[config.mk]
export PLATFORM = sky130hd
export DESIGN_NAME = three_wire_serial_host_port
export DESIGN_NICKNAME = d
export VERILOG_FILES = /design/src/rtl/serial_port_pkg.sv /design/src/rtl/pin_sync.sv /design/src/rtl/three_wire_serial_host_port.sv
export VERILOG_INCLUDE_DIRS = /design/src /design/src/rtl
export SDC_FILE = /design/constraint.sdc
export NUM_CORES = 1
export LEC_CHECK = 0
export ABC_AREA = 1
export BUFFER_PORTS_ARGS = -buffer_cell sky130_fd_sc_hd__buf_2
export CORE_UTILIZATION = 50
export CTS_CLUSTER_SIZE = 30
export DETAILED_ROUTE_END_ITERATION = 8
export GPL_ROUTABILITY_DRIVEN = 0
export PLACE_DENSITY = 0.65
export SLEW_MARGIN = 25
export SYNTH_ARGS = -nofsm -noshare
export SYNTH_HDL_FRONTEND = slang
export SYNTH_SLANG_ARGS = --single-unit
[constraint.sdc]
create_clock -name mclk -period 3.11 [get_ports mclk]
set_input_delay 0.1555 -clock mclk [delete_from_list [all_inputs] [get_ports mclk]]
set_output_delay 0.1555 -clock mclk [all_outputs]
set_load 0.1 [all_outputs]
[src/rtl/serial_port_defs.svh]
// Purpose: constants for the three-wire serial host port
// Assumes: included by bare name
// Notes: command byte layout is command field [7:5], address field [4:0]
`ifndef SERIAL_PORT_DEFS_SVH
`define SERIAL_PORT_DEFS_SVH
`define CMD_FIELD_MSB 7
`define CMD_FIELD_LSB 5
`define ADDR_FIELD_MSB 4
`define ADDR_FIELD_LSB 0
`define CMD_READ_CTRL 3'h0
`define CMD_WRITE_CTRL 3'h1
`define CMD_READ_RAM 3'h2
`define CMD_WRITE_RAM 3'h3
`define BIT_COUNT_LAST 3'h7
`define BYTE_RESET 8'h00
`define CTRL_BYTES 17
`define RAM_BYTES 32
`endif

[src/rtl/serial_port_pkg.sv]
// Purpose: types for the three-wire serial host port
// Assumes: constants live in serial_port_defs.svh
// Notes: none
package serial_port_pkg;
  typedef logic [7:0] byte_t;
  typedef logic [4:0] addr_t;
  typedef enum logic [1:0] {
    ACC_NONE,
    ACC_READ,
    ACC_WRITE
  } access_e;
endpackage : serial_port_pkg

[src/rtl/pin_sync.sv]
// Purpose: two-flop synchroniser for the strobe, select and data pins
// Assumes: pins are asynchronous to mclk
// Notes: first stage is read by the second stage only
`timescale 1ns/1ps
module pin_sync (
  // clock and reset
  input wire logic mclk,
  input wire logic rst,
  // pins in
  input wire logic [2:0] pin_in,
  // synchronised out
  output logic [2:0] pin_out
);
  logic [2:0] meta_reg;
  logic [2:0] meta_next;
  logic [2:0] sync_reg;
  logic [2:0] sync_next;

  always_comb begin
    meta_next = pin_in;
    sync_next = meta_reg;
  end

  // strobe and select idle high so no false edge comes out of reset
  always_ff @(posedge mclk) begin
    if (rst) begin
      meta_reg <= 3'h7;
      sync_reg <= 3'h7;
    end else begin
      meta_reg <= meta_next;
      sync_reg <= sync_next;
    end
  end

  assign pin_out = sync_reg;
endmodule : pin_sync

[src/rtl/three_wire_serial_host_port.sv]
// Purpose: bit-serial host access port, command byte plus data bytes
// Assumes: mclk 250 MHz; strobe period far longer than sync latency
// Notes: control bytes and storage bytes are held here as plain arrays
//
// Behaviour
// select low during a strobe makes the bit part of a command byte.
// select high makes the bit part of a data byte for the last command.
// select low at a strobe fall mid data byte drops that byte.
// each strobe pulse moves exactly one bit on the data pin.
// in a read the device drives the next bit after the strobe falls.
// after the strobe rises in a read the device releases the pin.
// in a write the device captures the bit on the strobe rising edge.
// written data is committed only once a whole byte has arrived.
// each access command holds the byte address beside its code.
// bits go least significant first; the counter clears per byte.
`timescale 1ns/1ps
`include "serial_port_defs.svh"
module three_wire_serial_host_port (
  // clock and reset
  input wire logic mclk,
  input wire logic rst,
  // host link pins
  input wire logic data_strobe_n,
  input wire logic byte_type_select,
  input wire logic data_in,
  output logic data_out,
  output logic data_oe_n,
  // command register view
  output serial_port_pkg::byte_t command_byte_register,
  output logic command_valid
);
  import serial_port_pkg::*;

  logic [2:0] pins_sync;
  logic strobe_s;
  logic select_s;
  logic data_s;

  pin_sync u_sync (
    .mclk(mclk),
    .rst(rst),
    .pin_in({data_in, byte_type_select, data_strobe_n}),
    .pin_out(pins_sync)
  );
  assign strobe_s = pins_sync[0];
  assign select_s = pins_sync[1];
  assign data_s = pins_sync[2];

  byte_t ctrl_mem [`CTRL_BYTES];
  byte_t ram_mem [`RAM_BYTES];

  logic strobe_d_reg;
  logic strobe_d_next;
  logic cmd_sel_reg;
  logic cmd_sel_next;
  logic [2:0] bit_cnt_reg;
  logic [2:0] bit_cnt_next;
  byte_t shift_reg;
  byte_t shift_next;
  byte_t cmd_reg;
  byte_t cmd_next;
  logic cmd_valid_reg;
  logic cmd_valid_next;
  access_e acc_reg;
  access_e acc_next;
  logic ram_sel_reg;
  logic ram_sel_next;
  addr_t addr_reg;
  addr_t addr_next;
  logic dout_reg;
  logic dout_next;
  logic oe_n_reg;
  logic oe_n_next;
  logic commit;
  byte_t rd_byte;
  logic fall;
  logic rise;

  function automatic access_e decode_access(input logic [2:0] code);
    case (code)
      `CMD_READ_CTRL, `CMD_READ_RAM: decode_access = ACC_READ;
      `CMD_WRITE_CTRL, `CMD_WRITE_RAM: decode_access = ACC_WRITE;
      default: decode_access = ACC_NONE;
    endcase
  endfunction : decode_access

  function automatic byte_t fetch(input logic ram, input addr_t a);
    fetch = `BYTE_RESET;
    if (ram) begin
      fetch = ram_mem[a];
    end else if (a < 5'(`CTRL_BYTES)) begin
      fetch = ctrl_mem[a];
    end
  endfunction : fetch

  assign fall = strobe_d_reg && !strobe_s;
  assign rise = !strobe_d_reg && strobe_s;
  assign rd_byte = fetch(ram_sel_reg, addr_reg);

  always_comb begin
    strobe_d_next = strobe_s;
    cmd_sel_next = cmd_sel_reg;
    bit_cnt_next = bit_cnt_reg;
    shift_next = shift_reg;
    cmd_next = cmd_reg;
    cmd_valid_next = 1'b0;
    acc_next = acc_reg;
    ram_sel_next = ram_sel_reg;
    addr_next = addr_reg;
    dout_next = dout_reg;
    oe_n_next = oe_n_reg;
    commit = 1'b0;
    if (fall) begin
      // a change of byte type mid byte resynchronises the counter
      if (select_s != !cmd_sel_reg && bit_cnt_reg != 3'h0) begin
        bit_cnt_next = 3'h0;
      end
      cmd_sel_next = !select_s;
      if (select_s && acc_reg == ACC_READ) begin
        dout_next = rd_byte[bit_cnt_next];
        oe_n_next = 1'b0;
      end
    end
    if (rise) begin
      oe_n_next = 1'b1;
      shift_next = {data_s, shift_reg[7:1]};
      bit_cnt_next = bit_cnt_reg + 3'h1;
      if (bit_cnt_reg == `BIT_COUNT_LAST) begin
        bit_cnt_next = 3'h0;
        if (cmd_sel_reg) begin
          cmd_next = shift_next;
          cmd_valid_next = 1'b1;
          acc_next = decode_access(
            shift_next[`CMD_FIELD_MSB:`CMD_FIELD_LSB]);
          ram_sel_next = shift_next[`CMD_FIELD_LSB + 1];
          addr_next = shift_next[`ADDR_FIELD_MSB:`ADDR_FIELD_LSB];
        end else begin
          commit = (acc_reg == ACC_WRITE);
        end
      end
    end
  end

  always_ff @(posedge mclk) begin
    if (rst) begin
      strobe_d_reg <= 1'b1;
      cmd_sel_reg <= 1'b1;
      bit_cnt_reg <= 3'h0;
      shift_reg <= `BYTE_RESET;
      cmd_reg <= `BYTE_RESET;
      cmd_valid_reg <= 1'b0;
      acc_reg <= ACC_NONE;
      ram_sel_reg <= 1'b0;
      addr_reg <= 5'h00;
      dout_reg <= 1'b0;
      oe_n_reg <= 1'b1;
    end else begin
      strobe_d_reg <= strobe_d_next;
      cmd_sel_reg <= cmd_sel_next;
      bit_cnt_reg <= bit_cnt_next;
      shift_reg <= shift_next;
      cmd_reg <= cmd_next;
      cmd_valid_reg <= cmd_valid_next;
      acc_reg <= acc_next;
      ram_sel_reg <= ram_sel_next;
      addr_reg <= addr_next;
      dout_reg <= dout_next;
      oe_n_reg <= oe_n_next;
    end
  end

  // storage has no reset, like the documented byte store
  always_ff @(posedge mclk) begin
    if (commit) begin
      if (ram_sel_reg) begin
        ram_mem[addr_reg] <= shift_next;
      end else if (addr_reg < 5'(`CTRL_BYTES)) begin
        ctrl_mem[addr_reg] <= shift_next;
      end
    end
  end

  assign data_out = dout_reg;
  assign data_oe_n = oe_n_reg;
  assign command_byte_register = cmd_reg;
  assign command_valid = cmd_valid_reg;
endmodule : three_wire_serial_host_port

==> results_dict.tcl, run 1 <==
set metrics [dict create \
    status "finished, final reports clean" \
    synth.most_common_cell "nand2_1" \
    fin_crit_sh 0.8346 \
    synth_top_area_frac 0.6681 \
    die-area_mm2 0.03599 \
    ff2ff_path_depth 15 \
    yosys.area.top_type "edfxtp_1" \
    reg_top3 "ram_mem (256), ctrl_mem (136)" \
    dp.cells 2023 \
    synthArstFlopShare 0 \
    htree_num_levels 2 \
    ir_worst_vdd_mv 0.4373 \
    hpwl_um 25450 \
    die_x_um 189.7 \
    drc 0 \
    synth_area_leaders "edfxtp_1 67%, nand2_1 10%, nand3_1 8.2%" \
    synth-seq-cells 429 \
    synth_fp_nets 1600 \
    worst_hold_slack_ps 36.86 \
    fin_setup_tns_ps 0 \
    arrival_ps 3100 \
    total_leakage_power_uw 0.007241 \
    via_count 11800 \
    synthFlopType "edfxtp_1" \
    clk_pin_slew_ps 60 \
    vias_per_cell 5.618 \
    synth_area_per_cell_um2 11.08 \
    synth_edf_count 392 \
    grt_max_degree 202 \
    worst_setup_path_end_kind "register" \
    syn-cell-area_mm2 0.01762 \
    clock.fmax_mhz 385.3 \
    cts_made_buffers 42 \
    min_from "rst" \
    grt_pass1_wl_um 67700 \
    io_buffers 15 \
    fillers 2887 \
    postSynthCellCount 1590 \
    min_path_type "in2reg" \
    largest_reg_flops 256 \
    grt_usage 0.2518 \
    min_to "acc_reg[1]$_SDFFE_PP0P_" \
    layout-drive-gt1-share 0.08754 \
    wl_per_cell_um 20.90 \
    path_max_fanout 39 \
    hold_path_depth 2 \
    row_count 68 \
    fin_skew_ps 17.04 \
    stdcell_count 2100 \
    overflow 0 \
    ios 16 \
    post-route-min-period_ps 2596 \
    die_y_um 189.7 \
    seq_area_mm2 0.01252 \
    crit-reg2reg-capture "data_out$_SDFFE_PP0P_" \
    postCtsSetupBuffers 0 \
    maxCapViolCount 0 \
    antenna_found_initial 0 \
    ff2ff_setup_slack_ps 510 \
    seq_area_frac_synth 0.7101 \
    critPathKind "reg2reg" \
    drtIter0Drc 1534 \
    yosys-top-cells-count "477 x nand2_1, 392 x edfxtp_1, 288 x nand3_1" \
    drt_first_pass_iters 5 \
    start_kind "register" \
    yosys.cell_types.count 25 \
    synthToLayoutAreaGrowth_pct 11.09 \
    rsz0062_at_grt "no" \
    worst_slew_pin_slew_ps 1030 \
    drv_slew 0 \
    start_util 0.5088 \
    cts_num_sinks 429 \
    hold_violations 0 \
    cts_tree "built" \
    ctsRootBufferMaster "clkbuf_16" \
    cts_max_path_buffers 3 \
    core_mm2 0.03463 \
    ant_nets 0 \
    regMostFlops "ram_mem" \
    relSlewSlack 0.3131 \
    grt_pass1_vias 11640 \
    ys.warnings.count 0 \
    p_per_area_mw_per_mm2 564.2 \
    multiInputGateArea_mm2 0.004384 \
    setup_viol 0 \
    critPathRequiredTime_ps 3610 \
    fin_ws_ps 514.4 \
    drt-total-wl_um 43890 \
    n_antenna_cell 0 \
    dp_slack_ps 523.8 \
    insertion_delay_ps 550 \
    fin_nets 1625 \
]
-- what timing repair did --
item	in CTS	in global routing
setup endpoints to repair	0	0
hold endpoints to repair	3	0
resized for setup	0	0
hold buffers	3	0
-- through the flow --
step | utilization | total power, µW | cell area (µm²)
final | 0.5653 | 11040 | 19570
after global routing | 0.5653 | 11300 | 19570
after CTS | 0.5653 | 11090 | 19570
after detailed placement | 0.5279 | 6408 | 18280
after global placement | 0.5279 | 6406 | 18280
after floorplan | - | 6383 | 17620
-- critical path: stages (launching register included) --
cell and delay, ps:
dfxtp_2 330, clkinv_2 560, buf_4 490, nand3_1 150, nand3_1 110, nand2_1 120
nand2_1 60, nand3_1 140, nand3_1 120, nand3_1 100, nand3_1 80, nand2_1 70
nand2_1 40, nand3_1 70, nand2_1 50, inv_1 40
-- routing by layer --
metal  vias up  share of wire  global-route usage
li1       5522              -                   -
met1      5668           0.43              0.3546
met2       522           0.46              0.3926
met3        85          0.084             0.04667
met4         0          0.029             0.08995
met5         -              0                   0
-- report_power, final --
| group | total, µW | internal, µW | leakage, µW | switching, µW |
|---|---|---|---|---|
| Combinational | 68.3 | 20.8 | 0.00269 | 47.5 |
| Clock | 4760 | 2660 | 0.000618 | 2090 |
| Sequential | 6220 | 6210 | 0.00393 | 5.37 |
-- cells in the final DEF (no fill, tap or decap) --
cell,n
o211ai_1,7
inv_4,2
nand2_1,469
o31ai_1,1
dfxtp_2,2
nor3_1,10
nand2_2,8
inv_1,61
o21ai_1,7
ha_1,5
edfxtp_1,392
clkinv_1,8
nand3_1,288
buf_2,15
a22oi_1,1
or2_2,7
clkbuf_16,43
dfxtp_1,34
nor2_1,128
buf_12,8
dfxtp_4,1
dlygate4sd3_1,3
a21oi_1,29
clkbuf_8,2
clkinv_2,8
o21ai_0,43
nand4_1,2
o21a_1,1
inv_6,1
buf_4,44
clkinvlp_4,2
nor4_1,2
clkbuf_1,10
bufinv_16,1
-- cell type report --
cell class / count / area share
clock buffers: 55 / 0.05830
clock inverters: 19 / 0.006200
inverters: 64 / 0.01246
multi-input cells: 1008 / 0.2240
flip-flops and latches: 429 / 0.6395
well taps: 455 / 0.02908
repair buffers: 70 / 0.03043
-- how the worst max path moves through the flow --
stage / from / to / slack [ps]
finish: register / data_out$_SDFFE_PP0P_ / 510
CTS: register / data_out$_SDFFE_PP0P_ / 500
global placement: register / data_out$_SDFFE_PP0P_ / 520
floorplan: command_byte_register[2]$_SDFFE_PP0P_ / ram_mem[12][0]$_DFFE_PP_ / 290
global route: bit_cnt_reg[0]$_SDFFE_PP0P_ / ram_mem[7][3]$_DFFE_PP_ / 270
detailed placement: register / data_out$_SDFFE_PP0P_ / 520
-- kinds of logic (layout without fill, tap and decap cells) --
logic type / after synthesis / after routing / synth area share
adder cells (fa/ha/maj): 5 / 5 / 0.003551
AND/OR/NAND/NOR: 914 / 914 / 0.2174
AO/OA/AOI/OAI: 89 / 89 / 0.02670
buffers and inverters: 153 / 208 / 0.04218
flip-flops: 429 / 429 / 0.7101
No activity file was read; power rests on OpenSTA's default activity.
==> inputs of run 2 (changes only) <==
--- a/config.mk
+++ b/config.mk
@@ -6,13 +6,13 @@
 export SDC_FILE = /design/constraint.sdc
 export NUM_CORES = 1
 export LEC_CHECK = 0
-export ABC_AREA = 1
+export ABC_AREA = 0
 export BUFFER_PORTS_ARGS = -buffer_cell sky130_fd_sc_hd__buf_2
 export CORE_UTILIZATION = 50
 export CTS_CLUSTER_SIZE = 30
 export DETAILED_ROUTE_END_ITERATION = 8
 export GPL_ROUTABILITY_DRIVEN = 0
-export PLACE_DENSITY = 0.65
+export PLACE_DENSITY = 0.68
 export SLEW_MARGIN = 25
 export SYNTH_ARGS = -nofsm -noshare
 export SYNTH_HDL_FRONTEND = slang
==> constraint.sdc (replaced) <==
create_clock -name mclk -period 2.3 [get_ports mclk]
set_input_delay 0.115 -clock mclk [delete_from_list [all_inputs] [get_ports mclk]]
set_output_delay 0.115 -clock mclk [all_outputs]
set_load 0.1 [all_outputs]
==> run 2 against run 1 <==
  * The flow now finishes with violations (setup timing)
  * Synthesized cell count down 43%
  * Global-route usage fell by 1.6 points
  * Power increased by 42%
  * Final cell count fell by 26%
  * Hold slack better by 26 ps
==> results_dict.tcl, run 2 <==
set metrics [dict create \
    wl_per_cell_um 26.26 \
    ff2ff_setup_slack_ps -150 \
    ff2ff_path_depth 8 \
    fin_nets 1079 \
    worst_setup_path_end_kind "register" \
    yosys-top-cells-count "392 x edfxtp_1, 72 x mux4_2, 65 x nor2_1" \
    hold_violations 0 \
    synthArstFlopShare 0 \
    drv_slew 0 \
    min_path_type "in2reg" \
    maxCapViolCount 0 \
    p_per_area_mw_per_mm2 756.8 \
    ys.warnings.count 0 \
    fin_ws_ps -155.0 \
    top_usage_layer "met2" \
    critPathMaxStageDelay_ps 540 \
    yosys.area.top_type "edfxtp_1" \
    post-route-min-period_ps 2455 \
    ios 16 \
    die_y_um 187.5 \
    grt_pass1_vias 9338 \
    arrival_ps 2880 \
    grt_pass1_wl_um 60820 \
    overflow 0 \
    fin_setup_tns_ps -155.0 \
    cts_num_sinks 429 \
    critPathKind "reg2reg" \
    clock.fmax_mhz 407.3 \
    crit_top_cell "buf_12" \
    synth-seq-cells 429 \
    synthToLayoutAreaGrowth_pct 20.55 \
    cts_max_path_buffers 3 \
    synth_area_per_cell_um2 18.84 \
    crit-reg2reg-capture "data_out$_SDFFE_PP0P_" \
    relSlewSlack 0.3377 \
    grtUsageMet3 0.04267 \
    layout-drive-gt1-share 0.3659 \
    final_common_cell "edfxtp_1" \
    final_util 0.6154 \
    start_util 0.5105 \
    die_x_um 187.5 \
    grt_usage 0.2353 \
    vias_per_cell 6.053 \
    crit_slowest_cell "mux4_2" \
    ctsRootBufferMaster "clkbuf_16" \
    synth.most_common_cell "edfxtp_1" \
    synth_area_leaders "edfxtp_1 68%, mux4_2 9.4%, dfxtp_1 4.3%" \
    setup_viol 1 \
    via_count 9395 \
    drc 0 \
    met1_usage 0.3350 \
    die-area_mm2 0.03515 \
    synthFlopType "edfxtp_1" \
    ant_nets 0 \
    clk_pin_slew_ps 60 \
    seq_area_frac_synth 0.7273 \
    cp_num_buf_inv 2 \
    regMostFlops "ram_mem" \
    reg_top3 "ram_mem (256), ctrl_mem (136)" \
    rsz0062_at_grt "yes" \
    row_count 67 \
    grt_max_degree 51 \
    htree_num_levels 2 \
    fin_crit_sh 1.067 \
    antenna_found_initial 0 \
    crit_cells 8 \
    synth_fp_nets 923 \
    worst_slew_pin_slew_ps 993.4 \
    fillers 2359 \
    crit_family "compound AO/OA/AOI/OAI gates" \
    yosys.cell_types.count 63 \
    failed_checks "setup timing" \
    worstPathCellList "buf_12, buf_12, mux4_2, a32oi_1, o211ai_1, a311oi_1, o2bb2a_4, o41ai_4" \
    core_mm2 0.03370 \
    synth_edf_count 392 \
    postSynthCellCount 913 \
    io_buffers 15 \
    use_met2 0.3759 \
    syn-cell-area_mm2 0.01720 \
    status "complete, but fails checks" \
    drtIter0Drc 929 \
    start_kind "register" \
    largest_reg_flops 256 \
    synth_top_area_frac 0.6842 \
    n_antenna_cell 0 \
    hpwl_um 24890 \
    path_max_fanout 6 \
    endpoint "data_out$_SDFFE_PP0P_" \
    total_leakage_power_uw 0.006096 \
    hold_path_depth 2 \
    drt-total-wl_um 40760 \
    final_cell_mix "392 x edfxtp_1, 110 x buf_4, 81 x mux4_2" \
    fin_skew_ps 11.89 \
    insertion_delay_ps 540 \
    drt_first_pass_iters 5 \
    cts_tree "built" \
    cts_made_buffers 44 \
    critPathRequiredTime_ps 2730 \
    ir_worst_vdd_mv 0.5697 \
]
[run 2: changes by cell type after synthesis, moves of 39 or more]
cell,previous run,this run
o21ai_0,43,4
nand3_1,288,15
nor2_1,128,65
mux4_2,0,72
inv_1,62,5
nand2_1,477,51
[run 2: worst min-delay path by stage]
stage,to,start
final,bit_cnt_reg[0]$_SDFFE_PP0P_,rst
after global routing,bit_cnt_reg[1]$_SDFFE_PP0P_,rst
after CTS,bit_cnt_reg[0]$_SDFFE_PP0P_,rst
after detailed placement,u_sync.meta_reg[0]$_SDFF_PP1_,data_strobe_n
after global placement,u_sync.meta_reg[2]$_SDFF_PP1_,data_in
after floorplan,shift_reg[0]$_SDFF_PP0_,rst
[run 2: timing repair]
| action | in CTS | in global routing |
|---|---|---|
| hold buffers | 3 | 0 |
| setup buffers | 9 | 4 |
| pin swaps | 17 | 11 |
| setup endpoints to repair | 47 | 267 |
| cloned | 3 | 0 |
| hold endpoints to repair | 3 | 0 |
| gates resized for setup | 39 | 19 |
[run 2: through the flow]
| step | setup WS [ps] | instance area, µm² | hold WS (ps) | std cells | total power [µW] |
|---|---|---|---|---|---|
| 2_1_floorplan | -97.77 | 17390 | 186.6 | 913 | 8600 |
| 3_3_place_gp | -540.0 | 18790 | 303.5 | 1453 | 8618 |
| 3_5_place_dp | -622.8 | 18790 | 304.1 | 1453 | 8619 |
| 4_1_cts | -93.88 | 20560 | 50.80 | 1548 | 15780 |
| 5_1_grt | -204.5 | 20740 | 75.74 | 1552 | 16090 |
| 6_report | -155.0 | 20740 | 62.57 | 1552 | 15700 |
[run 2: layer usage]
metal  vias to the layer above  wire length, µm
met3                        81             2918
met5                         -                0
met1                      4867            17030
met4                         0             1040
li1                       3993                -
met2                       454            19770
[run 2: power breakdown]
group          total (µW)  switching [µW]  internal (µW)  leakage, µW
combinational        57.5            40.0           17.5      0.00198
sequential           8400            5.14           8400      0.00339
clock                7240            2910           4330     0.000726
[run 2: cell type report]
type | count | area, µm² | area share
multi-input cells | 423 | 4531 | 0.2184
repair buffers | 164 | 1613 | 0.07776
clock inverters | 26 | 286.5 | 0.01382
clock buffers | 55 | 1185 | 0.05713
inverters | 7 | 28.78 | 0.001388
flip-flops and latches | 429 | 12540 | 0.6044
well taps | 448 | 560.5 | 0.02703
[run 2: cell families (layout without fill, tap and decap cells)]
| group | count (synthesis) | in the layout | synth area share |
|---|---|---|---|
| compound gates | 74 | 74 | 0.03251 |
| flops | 429 | 429 | 0.7273 |
| fa+ha+maj | 5 | 5 | 0.003636 |
| buf+inv | 61 | 252 | 0.02924 |
| mux | 134 | 134 | 0.1472 |
| simple gates | 209 | 209 | 0.05963 |
| xor+xnor | 1 | 1 | 0.0005092 |
==> inputs of run 3 (changes only) <==
--- a/config.mk
+++ b/config.mk
@@ -12,7 +12,8 @@
 export CTS_CLUSTER_SIZE = 30
 export DETAILED_ROUTE_END_ITERATION = 8
 export GPL_ROUTABILITY_DRIVEN = 0
-export PLACE_DENSITY = 0.68
+export PLACE_DENSITY_LB_ADDON = 0.12
+export SETUP_SLACK_MARGIN = 0.15
 export SLEW_MARGIN = 25
 export SYNTH_ARGS = -nofsm -noshare
 export SYNTH_HDL_FRONTEND = slang
==> run 3 against run 2 <==
  * The run still ends with setup timing left
  * Clock power fell by 6.4%
  * Critical path depth grew 1
  * Non-clock buffer count rose by 29
  * Hold slack better by 28 ps
  * Critical path type unchanged
  * Largest power group unchanged
==> results_dict.tcl, run 3 (synthesis results as in run 2) <==
set metrics [dict create \
    status "complete, but fails checks" \
    failed_checks "setup timing" \
    worst_slew_pin_slew_ps 714.7 \
    total_leakage_power_uw 0.006244 \
    drtIter0Drc 875 \
    antenna_found_initial 0 \
    cts_num_sinks 429 \
    insertion_delay_ps 530 \
    via_count 9250 \
    seq_area_mm2 0.01254 \
    fin_nets 1108 \
    rsz0062_at_grt "yes" \
    core_mm2 0.03370 \
    post-route-min-period_ps 2367 \
    relSlewSlack 0.5229 \
    drt-total-wl_um 41440 \
    die_y_um 187.5 \
    fin_crit_sh 1.029 \
    ir_worst_vdd_mv 0.6952 \
    vias_per_cell 5.866 \
    hpwl_um 26510 \
    clock.fmax_mhz 422.4 \
    multiInputGateArea_mm2 0.004612 \
    ant_nets 0 \
    reg_top3 "ram_mem (256), ctrl_mem (136)" \
    regMostFlops "ram_mem" \
    fillers 2357 \
    ios 16 \
    htree_num_levels 2 \
    grt_pass1_wl_um 61350 \
    critPathKind "reg2reg" \
    die_x_um 187.5 \
    cts_made_buffers 44 \
    arrival_ps 2780 \
    hold_violations 0 \
    synthToLayoutAreaGrowth_pct 23.86 \
    wl_per_cell_um 26.28 \
    overflow 0 \
    final_cell_mix "392 x edfxtp_1, 111 x buf_4, 78 x mux4_2" \
    worstPathCellList "buf_12, buf_16, buf_4, mux4_2, nand2_1, a31oi_2, o2111ai_1, a211o_1, o41ai_2" \
    worst_setup_path_end_kind "register" \
    drv_slew 0 \
    crit_slowest_cell "dfxtp_4" \
    path_max_fanout 11 \
    critPathMaxStageDelay_ps 370 \
    io_buffers 15 \
    worst_hold_slack_ps 90.29 \
    fin_ws_ps -67.42 \
    critPathRequiredTime_ps 2720 \
    stdcell_count 1577 \
    maxCapViolCount 0 \
    grt_max_degree 51 \
    grt_usage 0.2399 \
    cts_tree "built" \
    start_kind "register" \
    ctsRootBufferMaster "clkbuf_16" \
    largest_reg_flops 256 \
    layout-drive-gt1-share 0.3927 \
    drt_first_pass_iters 5 \
    row_count 67 \
    clk_pin_slew_ps 60 \
    die-area_mm2 0.03515 \
    setup_viol 1 \
    grt_pass1_vias 9557 \
    dp.cells 1437 \
    min_path_type "in2reg" \
    p_per_area_mw_per_mm2 715.0 \
    fin_skew_ps 16.27 \
    cts_max_path_buffers 3 \
    final_common_cell "edfxtp_1" \
    start_util 0.5105 \
    drc 0 \
]
-- run 3: final timing paths --
check	from	end	slack (ps)	cells past startpoint
worst max-delay path	register	data_out$_SDFFE_PP0P_	-70	9
worst max register to register	register	data_out$_SDFFE_PP0P_	-70	9
worst min-delay path	rst	acc_reg[0]$_SDFFE_PP0P_	90	2
worst min register to register	u_sync.meta_reg[2]$_SDFF_PP1_	u_sync.pin_out[2]$_SDFF_PP1_	410	1
-- run 3: per-layer routing --
metal,vias up,routed length (µm),track usage
met2,250,20220,0.3913
met1,4875,18150,0.3363
met5,-,0,0
met3,77,1993,0.03650
met4,0,1070,0.07411
li1,4048,-,-
-- run 3: through the flow --
step | util | setup WS [ps] | cell area, µm² | TNS, ps | power, µW
2_1_floorplan | - | 64.52 | 17480 | 0 | 8600
3_3_place_gp | 0.5587 | -162.9 | 18830 | -259.3 | 8618
3_5_place_dp | 0.5587 | -255.6 | 18830 | -4460 | 8621
4_1_cts | 0.6161 | -63.77 | 20760 | -63.77 | 15360
5_1_grt | 0.6322 | -113.5 | 21310 | -113.5 | 15650
6_report | 0.6323 | -67.42 | 21310 | -67.42 | 15240
-- run 3: repair_timing --
item,CTS,global route
pin swaps,19,29
buffers inserted,25,28
hold buffers,3,0
gates cloned,5,2
gates resized for setup,53,25
hold endpoints to repair,3,0
endpoints found under the setup margin,363,331
-- run 3: where the power goes --
part | internal, µW | total [µW] | switching, µW
combinational | 19.8 | 59.2 | 39.3
sequential | 8390 | 8400 | 5.16
clock | 4010 | 6780 | 2770
-- run 3: layout make-up --
cell class | instances | share of cell area
clock inverter | 23 | 0.009923
sequential | 429 | 0.5886
multi-input combinational | 423 | 0.2164
inverter | 7 | 0.001468
antenna | 1 | 0.0001174
timing repair buffer | 193 | 0.1029
clock buffer | 53 | 0.05425
tap | 448 | 0.02630
-- run 3: critical path, delay by kind of cell (launching register included) --
kind,cells,cell delay (ps)
AOI/OAI and AO/OA,4,1010
and+or+nand+nor,1,70
muxes,1,330
DFF,1,370
buffers and inverters,3,460
